--- config.mk ---
export PLATFORM = sky130hd
export DESIGN_NAME = rps_supervisor
export DESIGN_NICKNAME = d
export VERILOG_FILES = /design/src/rtl/rps_pkg.sv /design/src/rtl/rps_supervisor.sv /design/src/rtl/rps_tick_timer.sv
export SDC_FILE = /design/constraint.sdc
export NUM_CORES = 1
export LEC_CHECK = 0
export ABC_AREA = 1
export BUFFER_PORTS_ARGS = -buffer_cell sky130_fd_sc_hd__buf_4
export CAP_MARGIN = 10
export CORE_MARGIN = 3
export CORE_UTILIZATION = 40
export CTS_BUF_LIST = sky130_fd_sc_hd__clkbuf_4 sky130_fd_sc_hd__clkbuf_8 sky130_fd_sc_hd__clkbuf_16
export DETAILED_ROUTE_END_ITERATION = 8
export GPL_TIMING_DRIVEN = 0
export SYNTH_ARGS = -nofsm -noshare
export SYNTH_HDL_FRONTEND = slang
export SYNTH_SLANG_ARGS = --single-unit
export TNS_END_PERCENT = 50
--- constraint.sdc ---
create_clock -name CLK_SYS -period 2.41 [get_ports CLK_SYS]
set_input_delay 0.1205 -clock CLK_SYS [delete_from_list [all_inputs] [get_ports CLK_SYS]]
set_output_delay 0.1205 -clock CLK_SYS [all_outputs]
set_load 0.01 [all_outputs]
--- src/rtl/rps_pkg.sv ---
// Purpose: constants for the reset pin supervisor
// Assumes: 100 MHz system clock, 32 kHz oscillator tick arrives as a level input
// Notes: all intervals are counted in oscillator ticks
package rps_pkg;
   // Oscillator tick rate and the three intervals, in ms
   localparam int OSC_HZ = 32768;
   localparam int DEBOUNCE_MS = 250;
   localparam int RECOVERY_MS = 250;
   localparam int RST_ACTIVE_MS = 250;
   // Intervals in oscillator ticks, rounded down
   localparam int DEBOUNCE_TICKS = (OSC_HZ * DEBOUNCE_MS) / 1000;
   localparam int RECOVERY_TICKS = (OSC_HZ * RECOVERY_MS) / 1000;
   localparam int RST_ACTIVE_TICKS = (OSC_HZ * RST_ACTIVE_MS) / 1000;
   localparam int TICK_W = 16;
   // Reset values
   localparam logic [1:0] SYNC_RST = 2'h3;
   // Supervisor states, Gray along the usual path
   typedef enum logic [2:0] {
      RPS_IDLE     = 3'h0,
      RPS_DEBOUNCE = 3'h1,
      RPS_WAIT_REL = 3'h3,
      RPS_PULSE    = 3'h2,
      RPS_PWRFAIL  = 3'h6,
      RPS_RECOVER  = 3'h4
   } rps_state_t;
endpackage

--- src/rtl/rps_supervisor.sv ---
// Purpose: drives and watches the active-low open-drain reset pin
// Assumes: RST_N is the power-on reset; inputs other than PWR_FAIL and OSC_32K synchronous to CLK_SYS
// Notes: pin output is always low when enabled; OE low means driving
//
// Overview of operation
// - Pull the reset pin low while supply is below power-fail threshold.
// - Release pin after supply stays good for the recovery delay.
// - Recovery delay applies only with oscillator running; disable bit skips it.
// - Pin level never affects serial, counters or compensated oscillator.
// - External low on pin is a reset request, debounced before pulsing.
// - Hold pin low about 250 ms after supply recovers, oscillator running.
// - Outside a reset cycle, falling edge drives low for debounce, then resample.
// - On button release drive pin low for the reset active time.
`timescale 1ns/100ps
module rps_supervisor #(
   parameter int DEBOUNCE_T = rps_pkg::DEBOUNCE_TICKS,
   parameter int RECOVERY_T = rps_pkg::RECOVERY_TICKS,
   parameter int ACTIVE_T = rps_pkg::RST_ACTIVE_TICKS
) (
   input wire logic CLK_SYS,
   input wire logic RST_N,
   input wire logic CE,
   input wire logic OSC_32K,
   input wire logic OSC_RUNNING,
   input wire logic OSC_DISABLE_BIT,
   input wire logic PWR_FAIL,
   input wire logic RST_PIN_I,
   output logic RST_PIN_O,
   output logic RST_PIN_OE_N,
   output logic RESET_CYCLE
);
   localparam int W = rps_pkg::TICK_W;
   rps_pkg::rps_state_t state_r, state_nxt;
   logic [1:0] pf_sync_r;
   logic [1:0] osc_sync_r;
   logic osc_prev_r;
   logic pin_prev_r;
   logic drive_r;
   logic tick, pf, fall_edge, rise_edge, load, tmr_done, drive_nxt, recover_ok;
   logic [W-1:0] load_val;

   // Comparator and oscillator are asynchronous; two stages each
   always_ff @(posedge CLK_SYS) begin
      if (!RST_N) begin
         pf_sync_r <= rps_pkg::SYNC_RST;
         osc_sync_r <= 2'h0;
         osc_prev_r <= 1'b0;
         pin_prev_r <= 1'b1;
      end else if (CE) begin
         pf_sync_r <= {pf_sync_r[0], PWR_FAIL};
         osc_sync_r <= {osc_sync_r[0], OSC_32K};
         osc_prev_r <= osc_sync_r[1];
         pin_prev_r <= RST_PIN_I;
      end
   end

   // Tick and pin edge decoding
   assign pf = pf_sync_r[1];
   assign tick = osc_sync_r[1] & ~osc_prev_r;
   assign fall_edge = pin_prev_r & ~RST_PIN_I;
   assign rise_edge = ~pin_prev_r & RST_PIN_I;
   assign recover_ok = OSC_RUNNING & ~OSC_DISABLE_BIT;

   // Next state; power fail beats any pushbutton activity
   always_comb begin
      state_nxt = state_r;
      load = 1'b0;
      load_val = '0;
      if (pf) begin
         state_nxt = rps_pkg::RPS_PWRFAIL;
      end else begin
         case (state_r)
            rps_pkg::RPS_IDLE: begin
               if (fall_edge) begin
                  state_nxt = rps_pkg::RPS_DEBOUNCE;
                  load = 1'b1;
                  load_val = W'(DEBOUNCE_T);
               end
            end
            rps_pkg::RPS_DEBOUNCE: begin
               if (tmr_done) begin
                  // Resample with our drive off; pullup decides if released
                  state_nxt = rps_pkg::RPS_WAIT_REL;
               end
            end
            rps_pkg::RPS_WAIT_REL: begin
               if (RST_PIN_I && !drive_r) begin
                  state_nxt = rps_pkg::RPS_PULSE;
                  load = 1'b1;
                  load_val = W'(ACTIVE_T);
               end
            end
            rps_pkg::RPS_PULSE: begin
               if (tmr_done) begin
                  state_nxt = rps_pkg::RPS_IDLE;
               end
            end
            rps_pkg::RPS_PWRFAIL: begin
               if (recover_ok) begin
                  state_nxt = rps_pkg::RPS_RECOVER;
                  load = 1'b1;
                  load_val = W'(RECOVERY_T);
               end else begin
                  state_nxt = rps_pkg::RPS_IDLE;
               end
            end
            rps_pkg::RPS_RECOVER: begin
               if (tmr_done) begin
                  state_nxt = rps_pkg::RPS_IDLE;
               end
            end
            default: state_nxt = rps_pkg::RPS_IDLE;
         endcase
      end
   end

   // Drive low in every reset phase except the release wait
   assign drive_nxt = (state_nxt == rps_pkg::RPS_DEBOUNCE) || (state_nxt == rps_pkg::RPS_PULSE)
      || (state_nxt == rps_pkg::RPS_PWRFAIL) || (state_nxt == rps_pkg::RPS_RECOVER);

   // State and pin drive register; power-on starts in power fail
   always_ff @(posedge CLK_SYS) begin
      if (!RST_N) begin
         state_r <= rps_pkg::RPS_PWRFAIL;
         drive_r <= 1'b1;
      end else if (CE) begin
         state_r <= state_nxt;
         drive_r <= drive_nxt;
      end
   end

   rps_tick_timer #(
      .W(W)
   ) u_timer (
      .clk(CLK_SYS),
      .rst_n(RST_N),
      .ce(CE),
      .load(load),
      .load_val(load_val),
      .tick(tick),
      .done(tmr_done)
   );

   // Open drain: output always low, enable low while pulling
   assign RST_PIN_O = 1'b0;
   assign RST_PIN_OE_N = ~drive_r;
   // Status only; nothing here feeds serial, counters or oscillator control
   assign RESET_CYCLE = (state_r != rps_pkg::RPS_IDLE);
endmodule // rps_supervisor

--- src/rtl/rps_tick_timer.sv ---
// Purpose: interval counter advanced by oscillator ticks
// Assumes: tick is a one-cycle pulse, load has priority
// Notes: done is a level once the count reaches zero
`timescale 1ns/100ps
module rps_tick_timer #(
   parameter int W = 16
) (
   input wire logic clk,
   input wire logic rst_n,
   input wire logic ce,
   input wire logic load,
   input wire logic [W-1:0] load_val,
   input wire logic tick,
   output logic done
);
   logic [W-1:0] cnt_r;
   // Done while counter idles at zero
   assign done = (cnt_r == '0);
   // Count down on ticks only
   always_ff @(posedge clk) begin
      if (!rst_n) begin
         cnt_r <= '0;
      end else if (ce) begin
         if (load) begin
            cnt_r <= load_val;
         end else if (tick && !done) begin
            cnt_r <= cnt_r - 1'b1;
         end
      end
   end
endmodule // rps_tick_timer
==> Word-level counts from Yosys, hierarchy flattened <==
Index checks and enable logic that the tools add are counted.
W data, S select, Z words.
{ "totals": {"in_bits": 8, "output_inout_bits": 3, "register_bits": 26, "elab_cells": 56} }
{ "op_classes": {"bitwise_logic": 7, "n_reduce_logical": 13, "muxes": 19, "eq_ne": 9, "add_sub_neg": 1} }
{ "op_table": {"columns": ["op", "n"], "rows": [
  ["$mux W14", 4],
  ["$pmux W14 S3", 1],
  ["$mux W16", 2],
  ["$mux W3", 6],
  ["$logic_not A16 Y1", 1],
  ["$sub A16 B1 Y16 const B", 1],
  ["$pmux W3 S5", 1],
  ["$eq A3 B3 Y1 const B", 4],
  ["$eq A3 B2 Y1 const B", 3],
  ["$eq A3 B1 Y1 const B", 2],
  ["$mux W1", 4],
  ["$not A1 Y1", 4],
  ["$and A1 B1 Y1", 3],
  ["$logic_not A3 Y1", 1],
  ["$logic_or A1 B1 Y1", 3],
  ["$pmux W1 S3", 1],
  ["$reduce_bool A3 Y1", 1],
  ["$logic_and A1 B1 Y1", 2],
  ["$logic_not A1 Y1", 2],
  ["$reduce_and A2 Y1", 1],
  ["$reduce_bool A2 Y1", 1],
  ["$reduce_or A2 Y1", 1]
]} }

==> Depth between registers and ports, before layout <==
Gate-level depths: netlist (run 1).
{ "depth": {"depth_word": 9, "mapped_depth": 12} }

==> By module <==
A second synthesis (run 1) with hierarchy kept.
{ "unflattened": {"cells_unflattened": 310, "hier_area_um2": 1746.7} }
{ "modules_own_cells": {"columns": ["mod", "area_per_inst_um2", "seq_area_each_um2", "n_inst", "cells_per_inst"], "rows": [
  ["rps_tick_timer", 1231.2, 320.3, 1, 230],
  ["rps_supervisor", 515.5, 200.2, 1, 80]
]} }

==> Least setup slack after synthesis (run 1) <==
Ideal clock, no wire load.
{ "synth_path": {"path_kind": "flip-flop to flip-flop", "startpoint": "reg u_timer.cnt_r[0]", "endpoint": "reg u_timer.cnt_r[11]", "arrival_time_ps": 1365, "period_less_slack_ps": 1436, "path_slack_ps": 974, "path_stages_with_launch": 12, "n_path_buf": 1, "setup_ps": 70, "path_cell_list": "dfxtp_1 inv_1 ha_1 nand3_1 nor2_1 nand2_1 nand3_2 nand2_4 nand2_4 buf_6 nand2_1 a21oi_1"} }
{ "synth_via": {"elab_chain_cells": 5, "elab_cells_between_ends": 8, "classes_between": "add/sub (1); mux (2); reduce/logical (5)"} }
{ "synth_lines": {"columns": ["element", "line_no", "rtl"], "rows": [
  ["start: declaration", "rps_tick_timer.sv:16", "logic [W-1:0] cnt_r;"],
  ["start signal: assignment", "rps_tick_timer.sv:25", "cnt_r <= load_val;"],
  ["start signal: assignment", "rps_tick_timer.sv:27", "cnt_r <= cnt_r - 1'b1;"],
  ["parallel branches: the longest is 5 deep, another holds $sub A16 B1 Y16", null, null]
]} }
Parallel ways; which one is timed is not known. The select of a mux whose other input is x is not followed.
A chain may end at the register's enable or synchronous reset.

==> Worst setup path in the final report (run 1) <==
{ "layout_path": {"startpoint": "reg u_timer.cnt_r[0]", "endpoint": "reg u_timer.cnt_r[8]"} }
The elaborated chain is that of the path after synthesis.

==> impl_metrics.py, run 1 <==
metrics = {
    "run": {
        "maxCapViolations": 0,
    },
    "floorplan": {
        "fp-row-count": 21,
        "die_h_um": 68.1,
        "ios": 11,
        "coreArea_mm2": 0.00352,
        "die_w_um": 68.1,
        "die_area_mm2": 0.00463,
        "start_util_pct": 43.7,
    },
    "timing": {
        "holdWs_ns": 0.0492,
        "maxSlewViolCount": 0,
        "fin_crit_sh_pct": 71.6,
        "fmax_mhz": 580,
        "setup_viol": 0,
        "worst_slack_ns": 0.686,
        "clock-skew-final_ns": 0.0108,
        "hold_viol": 0,
        "fin_crit_ns": 1.72,
        "grt_setup_unrepaired": "no",
        "fin_setup_tns_ns": 0,
    },
    "power_and_ir_drop": {
        "switching_power_mw": 0.517,
        "intPower_mw": 0.908,
        "switching_share_pct": 36.3,
        "power_mw": 1.42,
        "pwr-share-comb_pct": 38.8,
        "p_leak_nw": 0.862,
        "power_frac_seq_pct": 35.3,
        "ir_worst_vdd_mv": 0.364,
        "clkPwrFrac_pct": 25.9,
        "power.density_mw_per_mm2": 828,
    },
    "worst_setup_path": {
        "path_class": "reg -> reg",
        "critPathArrivalTime_ns": 1.94,
        "worst-path-max-fanout": 10,
        "crit_required_ns": 2.62,
        "end_kind": "register",
        "cp-start-kind": "register",
    },
    "synthesis": {
        "synth_seq_cells": 26,
        "syn_area_mm2": 0.00154,
        "ys_seq_area_share_pct": 33.8,
        "post-synth-top-area-cell": "dfxtp_1",
        "syn_avg_cell_area_um2": 6.44,
        "synthTopCellsByArea": "dfxtp_1, nand2_1, nor2_1, inv_1, a21oi_1",
        "netlist_instances": 239,
        "yosys.cell_types.count": 26,
        "syn_nets": 249,
        "netlist.area_leader.share_pct": 33.8,
        "yosys_warnings": 0,
    },
    "place": {
        "port_buffers": 7,
        "placed_area_mm2": 0.00165,
        "gp_congestion": 0.833,
        "placed_cells": 292,
        "post-place-ws_ns": 0.733,
        "hpwl_um": 2500,
    },
    "clock_network": {
        "post-cts-setup-buffers": 0,
        "insertion_delay_ns": 0.28,
        "cts-resized-gates": 0,
        "clock_path_buffers": 2,
        "cts_tree": "done",
        "root_buffer": "clkbuf_8",
        "clk_pin_slew_ns": 0.10,
        "cts_sinks": 26,
        "htreeDepth": 1,
        "ctsHoldBuffers": 0,
        "cts_made_buffers": 3,
    },
    "detailed_routing": {
        "antenna_left": 0,
        "highest_layer": "met4",
        "wire_per_inst_um": 11.3,
        "wl_met1_um": 1740,
        "wl_met2_um": 1420,
        "avgViaCountPerCell": 4.80,
        "route.met3.wl_um": 118,
        "via_count": 1422,
        "drc": 0,
        "drt_first_pass_iters": 4,
        "drt_wl_total_um": 3340,
        "drt_iter0_drc": 93,
    },
    "cells_and_area": {
        "drive_above_1_share_pct": 10.8,
        "antennaDiodeCount": 0,
        "area_delta_synth_final_pct": 11.8,
        "num-nets-final": 261,
        "fin_util_pct": 48.9,
        "fin_area_mm2": 0.00172,
        "stdcell_count": 296,
    },
    "global_routing": {
        "antenna_found_initial": 0,
        "grt_max_degree": 16,
        "grt_pass1_wl_um": 5640,
        "grt_overflow": 0,
        "grt_use_total_pct": 16.2,
        "grt_pass1_vias": 1235,
    },
    "outcome": {
        "outcome": "finished clean",
    },
    "hold_path": {
        "hold_class": "in -> reg",
    },
}
-- layer usage --
metal  GRT usage [%]  vias to the layer above
li1                -                      778
met1            23.6                      614
met2            23.2                       26
met3            2.46                        4
met4            7.44                        0
met5               0                        -
-- cells by family (layout without fill, tap and decap cells) --
logic type                 count (synthesis)  count (layout)  synth area share [%]
AOI/OAI and AO/OA                         30              30                  11.0
xor gates and xnor gates                   9               9                  5.12
adders and majority gates                  2               2                  1.62
buffers and inverters                     33              44                  9.42
DFF                                       26              26                  33.8
other                                      1               1                 0.243
and+or+nand+nor                          138             138                  38.8
-- worst paths after layout --
path / slack, ns / startpoint / cells after the start / to
worst max register to register: 0.69 / u_timer.cnt_r[0] / 11 / u_timer.cnt_r[8]
worst min register to register: 0.47 / pf_sync_r[0] / 2 / pf_sync_r[0]
worst min-delay path: 0.05 / PWR_FAIL / 3 / pf_sync_r[0]
worst max-delay path: 0.69 / u_timer.cnt_r[0] / 11 / u_timer.cnt_r[8]
-- power groups by stage --
stage	sequential, mW	clock [mW]	combinational [mW]
floorplan	0.503	0	0.459
global placement	0.513	0	0.551
detailed placement	0.513	0	0.549
CTS	0.503	0.382	0.553
global route	0.508	0.390	0.632
finish	0.503	0.369	0.552
-- state kept, by name (all words and copies together), names as in the netlist --
name	count
pin_prev_r	1
drive_r	1
state_r	3
pf_sync_r	2
u_timer.cnt_r	16
osc_sync_r	2
osc_prev_r	1
-- cell usage after synthesis, drive strengths merged --
cell type and n:
a21oi 19, buf 5, clkbuf 2, clkinv 2
conb 1, dfxtp 26, ha 2, inv 24
nand2 65, nand3 17, nand3b 1, nand4 5
nor2 47, nor3 2, o211ai 1, o21ai 8
o21bai 2, or2 1, xnor2 1, xor2 8
-- cell usage in the layout (no fill, tap or decap) --
master	count
a21oi_1	16
a21oi_2	3
buf_2	2
buf_4	8
buf_6	2
bufinv_16	1
clkbuf_1	2
clkbuf_8	3
clkinv_1	2
conb_1	1
dfxtp_1	26
ha_1	2
inv_1	24
nand2_1	62
nand2_4	3
nand3_1	15
nand3_2	2
nand3b_1	1
nand4_1	5
nor2_1	45
nor2_2	2
nor3_1	2
o211ai_1	1
o21ai_0	8
o21bai_1	2
or2_2	1
xnor2_1	1
xor2_1	8
-- layout make-up --
type	instances	area, µm²
well taps	46	57.6
repair buffers	7	52.6
multi-input cells	180	875
fillers	385	1800
plain buffers	7	47.5
clock inverters	1	30.0
inverters	26	97.6
clock buffers	3	41.3
flip-flops and latches	26	520
-- critical path, cell delays in order (launching register included) --
cell and delay [ns]:
dfxtp_1 0.32, inv_1 0.13, ha_1 0.21, nand3_1 0.09, nor2_1 0.14, nand2_1 0.12
nand3_2 0.11, nand2_4 0.09, nand2_4 0.10, buf_6 0.14, nand2_1 0.06, a21oi_1 0.14
Power figures use the tool's default switching activity.
==> run 2: changes to the inputs <==
clock period = 1.75 ns   (was 2.41 ns; I/O delays follow)
==> impl_metrics.py, run 2 (synthesized netlist as in run 1, its figures left out) <==
metrics = {
    "outcome": {
        "outcome": "finished clean",
    },
    "cells_and_area": {
        "final_cell_mix": "nand2_1, nor2_1, dfxtp_1",
        "top_regs": "u_timer.cnt_r x16, state_r x3",
        "final_common_cell": "nand2_1",
        "fillCellCount": 380,
        "seq_area_um2": 520,
        "stdcell_count": 295,
        "antennaDiodeCount": 0,
        "drive_above_1_share_pct": 12.4,
        "largest_reg_flops": 16,
        "top_register": "u_timer.cnt_r",
        "multi_input_area_um2": 897,
        "num-nets-final": 260,
        "area_delta_synth_final_pct": 12.8,
    },
    "floorplan": {
        "ios": 11,
        "die_h_um": 68.1,
        "die_w_um": 68.1,
        "coreArea_mm2": 0.00352,
        "fp-row-count": 21,
        "die_area_mm2": 0.00463,
        "start_util_pct": 43.7,
    },
    "power_and_ir_drop": {
        "switching_share_pct": 36.7,
        "ir_worst_vdd_mv": 0.502,
        "clkPwrFrac_pct": 25.6,
        "p_leak_nw": 0.854,
        "power_frac_seq_pct": 34.9,
        "power.density_mw_per_mm2": 1140,
        "pwr-share-comb_pct": 39.5,
        "intPower_mw": 1.26,
        "switching_power_mw": 0.729,
    },
    "run": {
        "maxCapViolations": 0,
    },
    "worst_setup_path": {
        "r2r_setup_slack_ns": 0.18,
        "path_cells": "inv_1 > ha_2 > nand3_1 > nor2_2 > nand2_2 > nand3_4 > nand2_4 > nand2_4 > o21bai_1 > inv_1 > nor2_1",
        "cp_slowest_cell": "dfxtp_1",
        "worst-path-max-fanout": 15,
        "end_kind": "register",
        "timing.rr.end": "u_timer.cnt_r[2]",
        "cp-start-kind": "register",
        "critical-path-max-stage-delay_ns": 0.37,
        "crit_end": "u_timer.cnt_r[2]",
        "r2r_start": "u_timer.cnt_r[1]",
        "critPathArrivalTime_ns": 1.79,
        "crit_required_ns": 1.97,
        "rr_worst_depth": 11,
        "path_class": "reg -> reg",
        "cp-startpoint": "u_timer.cnt_r[1]",
    },
    "detailed_routing": {
        "drt_wl_total_um": 3330,
        "wire_per_inst_um": 11.3,
        "drt_iter0_drc": 71,
        "via_count": 1417,
        "avgViaCountPerCell": 4.80,
        "drc": 0,
        "antenna_left": 0,
        "drt_first_pass_iters": 4,
    },
    "timing": {
        "fin_crit_sh_pct": 89.7,
        "fin_crit_ns": 1.57,
        "setup_viol": 0,
        "worst_slack_ns": 0.180,
        "grt_setup_unrepaired": "no",
        "hold_viol": 0,
        "maxSlewViolCount": 0,
        "fmax_mhz": 637,
        "fin_setup_tns_ns": 0,
        "clock-skew-final_ns": 0.0102,
    },
    "hold_path": {
        "hold_class": "in -> reg",
    },
    "global_routing": {
        "grt_pass1_wl_um": 5640,
        "grt_overflow": 0,
        "grt_use_total_pct": 16.2,
        "grt_pass1_vias": 1235,
        "grt_max_degree": 16,
        "antenna_found_initial": 0,
    },
    "place": {
        "gp_congestion": 0.833,
        "placed_cells": 292,
        "hpwl_um": 2500,
        "port_buffers": 7,
        "post-place-ws_ns": 0.0731,
    },
    "clock_network": {
        "cts_made_buffers": 3,
        "clock_path_buffers": 2,
        "clk_pin_slew_ns": 0.10,
        "cts_tree": "done",
        "insertion_delay_ns": 0.28,
        "cts_sinks": 26,
        "root_buffer": "clkbuf_8",
        "ctsHoldBuffers": 0,
        "htreeDepth": 1,
    },
}
==> run 2: worst min-delay path by stage <==
stage | startpoint | endpoint | slack, ns | depth (start not counted)
after floorplan | PWR_FAIL | pf_sync_r[0] | 0.21 | 2
after global placement | PWR_FAIL | pf_sync_r[0] | 0.31 | 3
after detailed placement | PWR_FAIL | pf_sync_r[0] | 0.31 | 3
after CTS | PWR_FAIL | pf_sync_r[0] | 0.01 | 3
after global routing | PWR_FAIL | pf_sync_r[0] | 0.03 | 3
final | PWR_FAIL | pf_sync_r[0] | 0.02 | 3
==> run 2: stage by stage <==
step	hold WS [ns]	instance area [µm²]	util (%)	power, mW
3_3_place_gp	0.308	1650	46.9	1.46
6_report	0.0162	1740	49.3	1.99
2_1_floorplan	0.214	1540	-	1.33
3_5_place_dp	0.309	1650	46.9	1.46
4_1_cts	0.0144	1720	48.9	1.98
5_1_grt	0.0253	1740	49.3	2.13
==> run 2: critical path: cells and delay by family (launching register included) <==
kind                       cells  cell delay [ns]
and+or+nand+nor                7             0.66
DFF                            1             0.37
adders and majority gates      1             0.18
AOI/OAI and AO/OA              1             0.15
buffers and inverters          2             0.12
==> run 2: routing by layer <==
metal,track usage [%],vias to the layer above,wire [µm]
met5,0,-,0
met4,7.44,0,55
met3,2.46,4,106
met2,23.2,25,1440
met1,23.6,614,1730
li1,-,774,-
==> run 2: cell type report <==
class	count	share of cell area, %
Timing Repair Buffer	7	3.03
Clock buffer	3	2.38
Buffer	6	2.09
Multi-Input combinational cell	180	51.7
Clock inverter	1	1.73
Sequential cell	26	30.0
Inverter	26	5.84
Tap cell	46	3.31
==> run 2: power groups by stage <==
stage / registers (mW) / logic, mW / clock network (mW)
finish: 0.694 / 0.784 / 0.508
CTS: 0.693 / 0.762 / 0.526
global route: 0.701 / 0.897 / 0.537
global placement: 0.706 / 0.758 / 0
detailed placement: 0.706 / 0.757 / 0
floorplan: 0.693 / 0.633 / 0
==> run 2: what timing repair did <==
item | CTS | global route
buffers inserted | 0 | 0
resized for setup | 0 | 7
endpoints found under the setup margin | 0 | 18
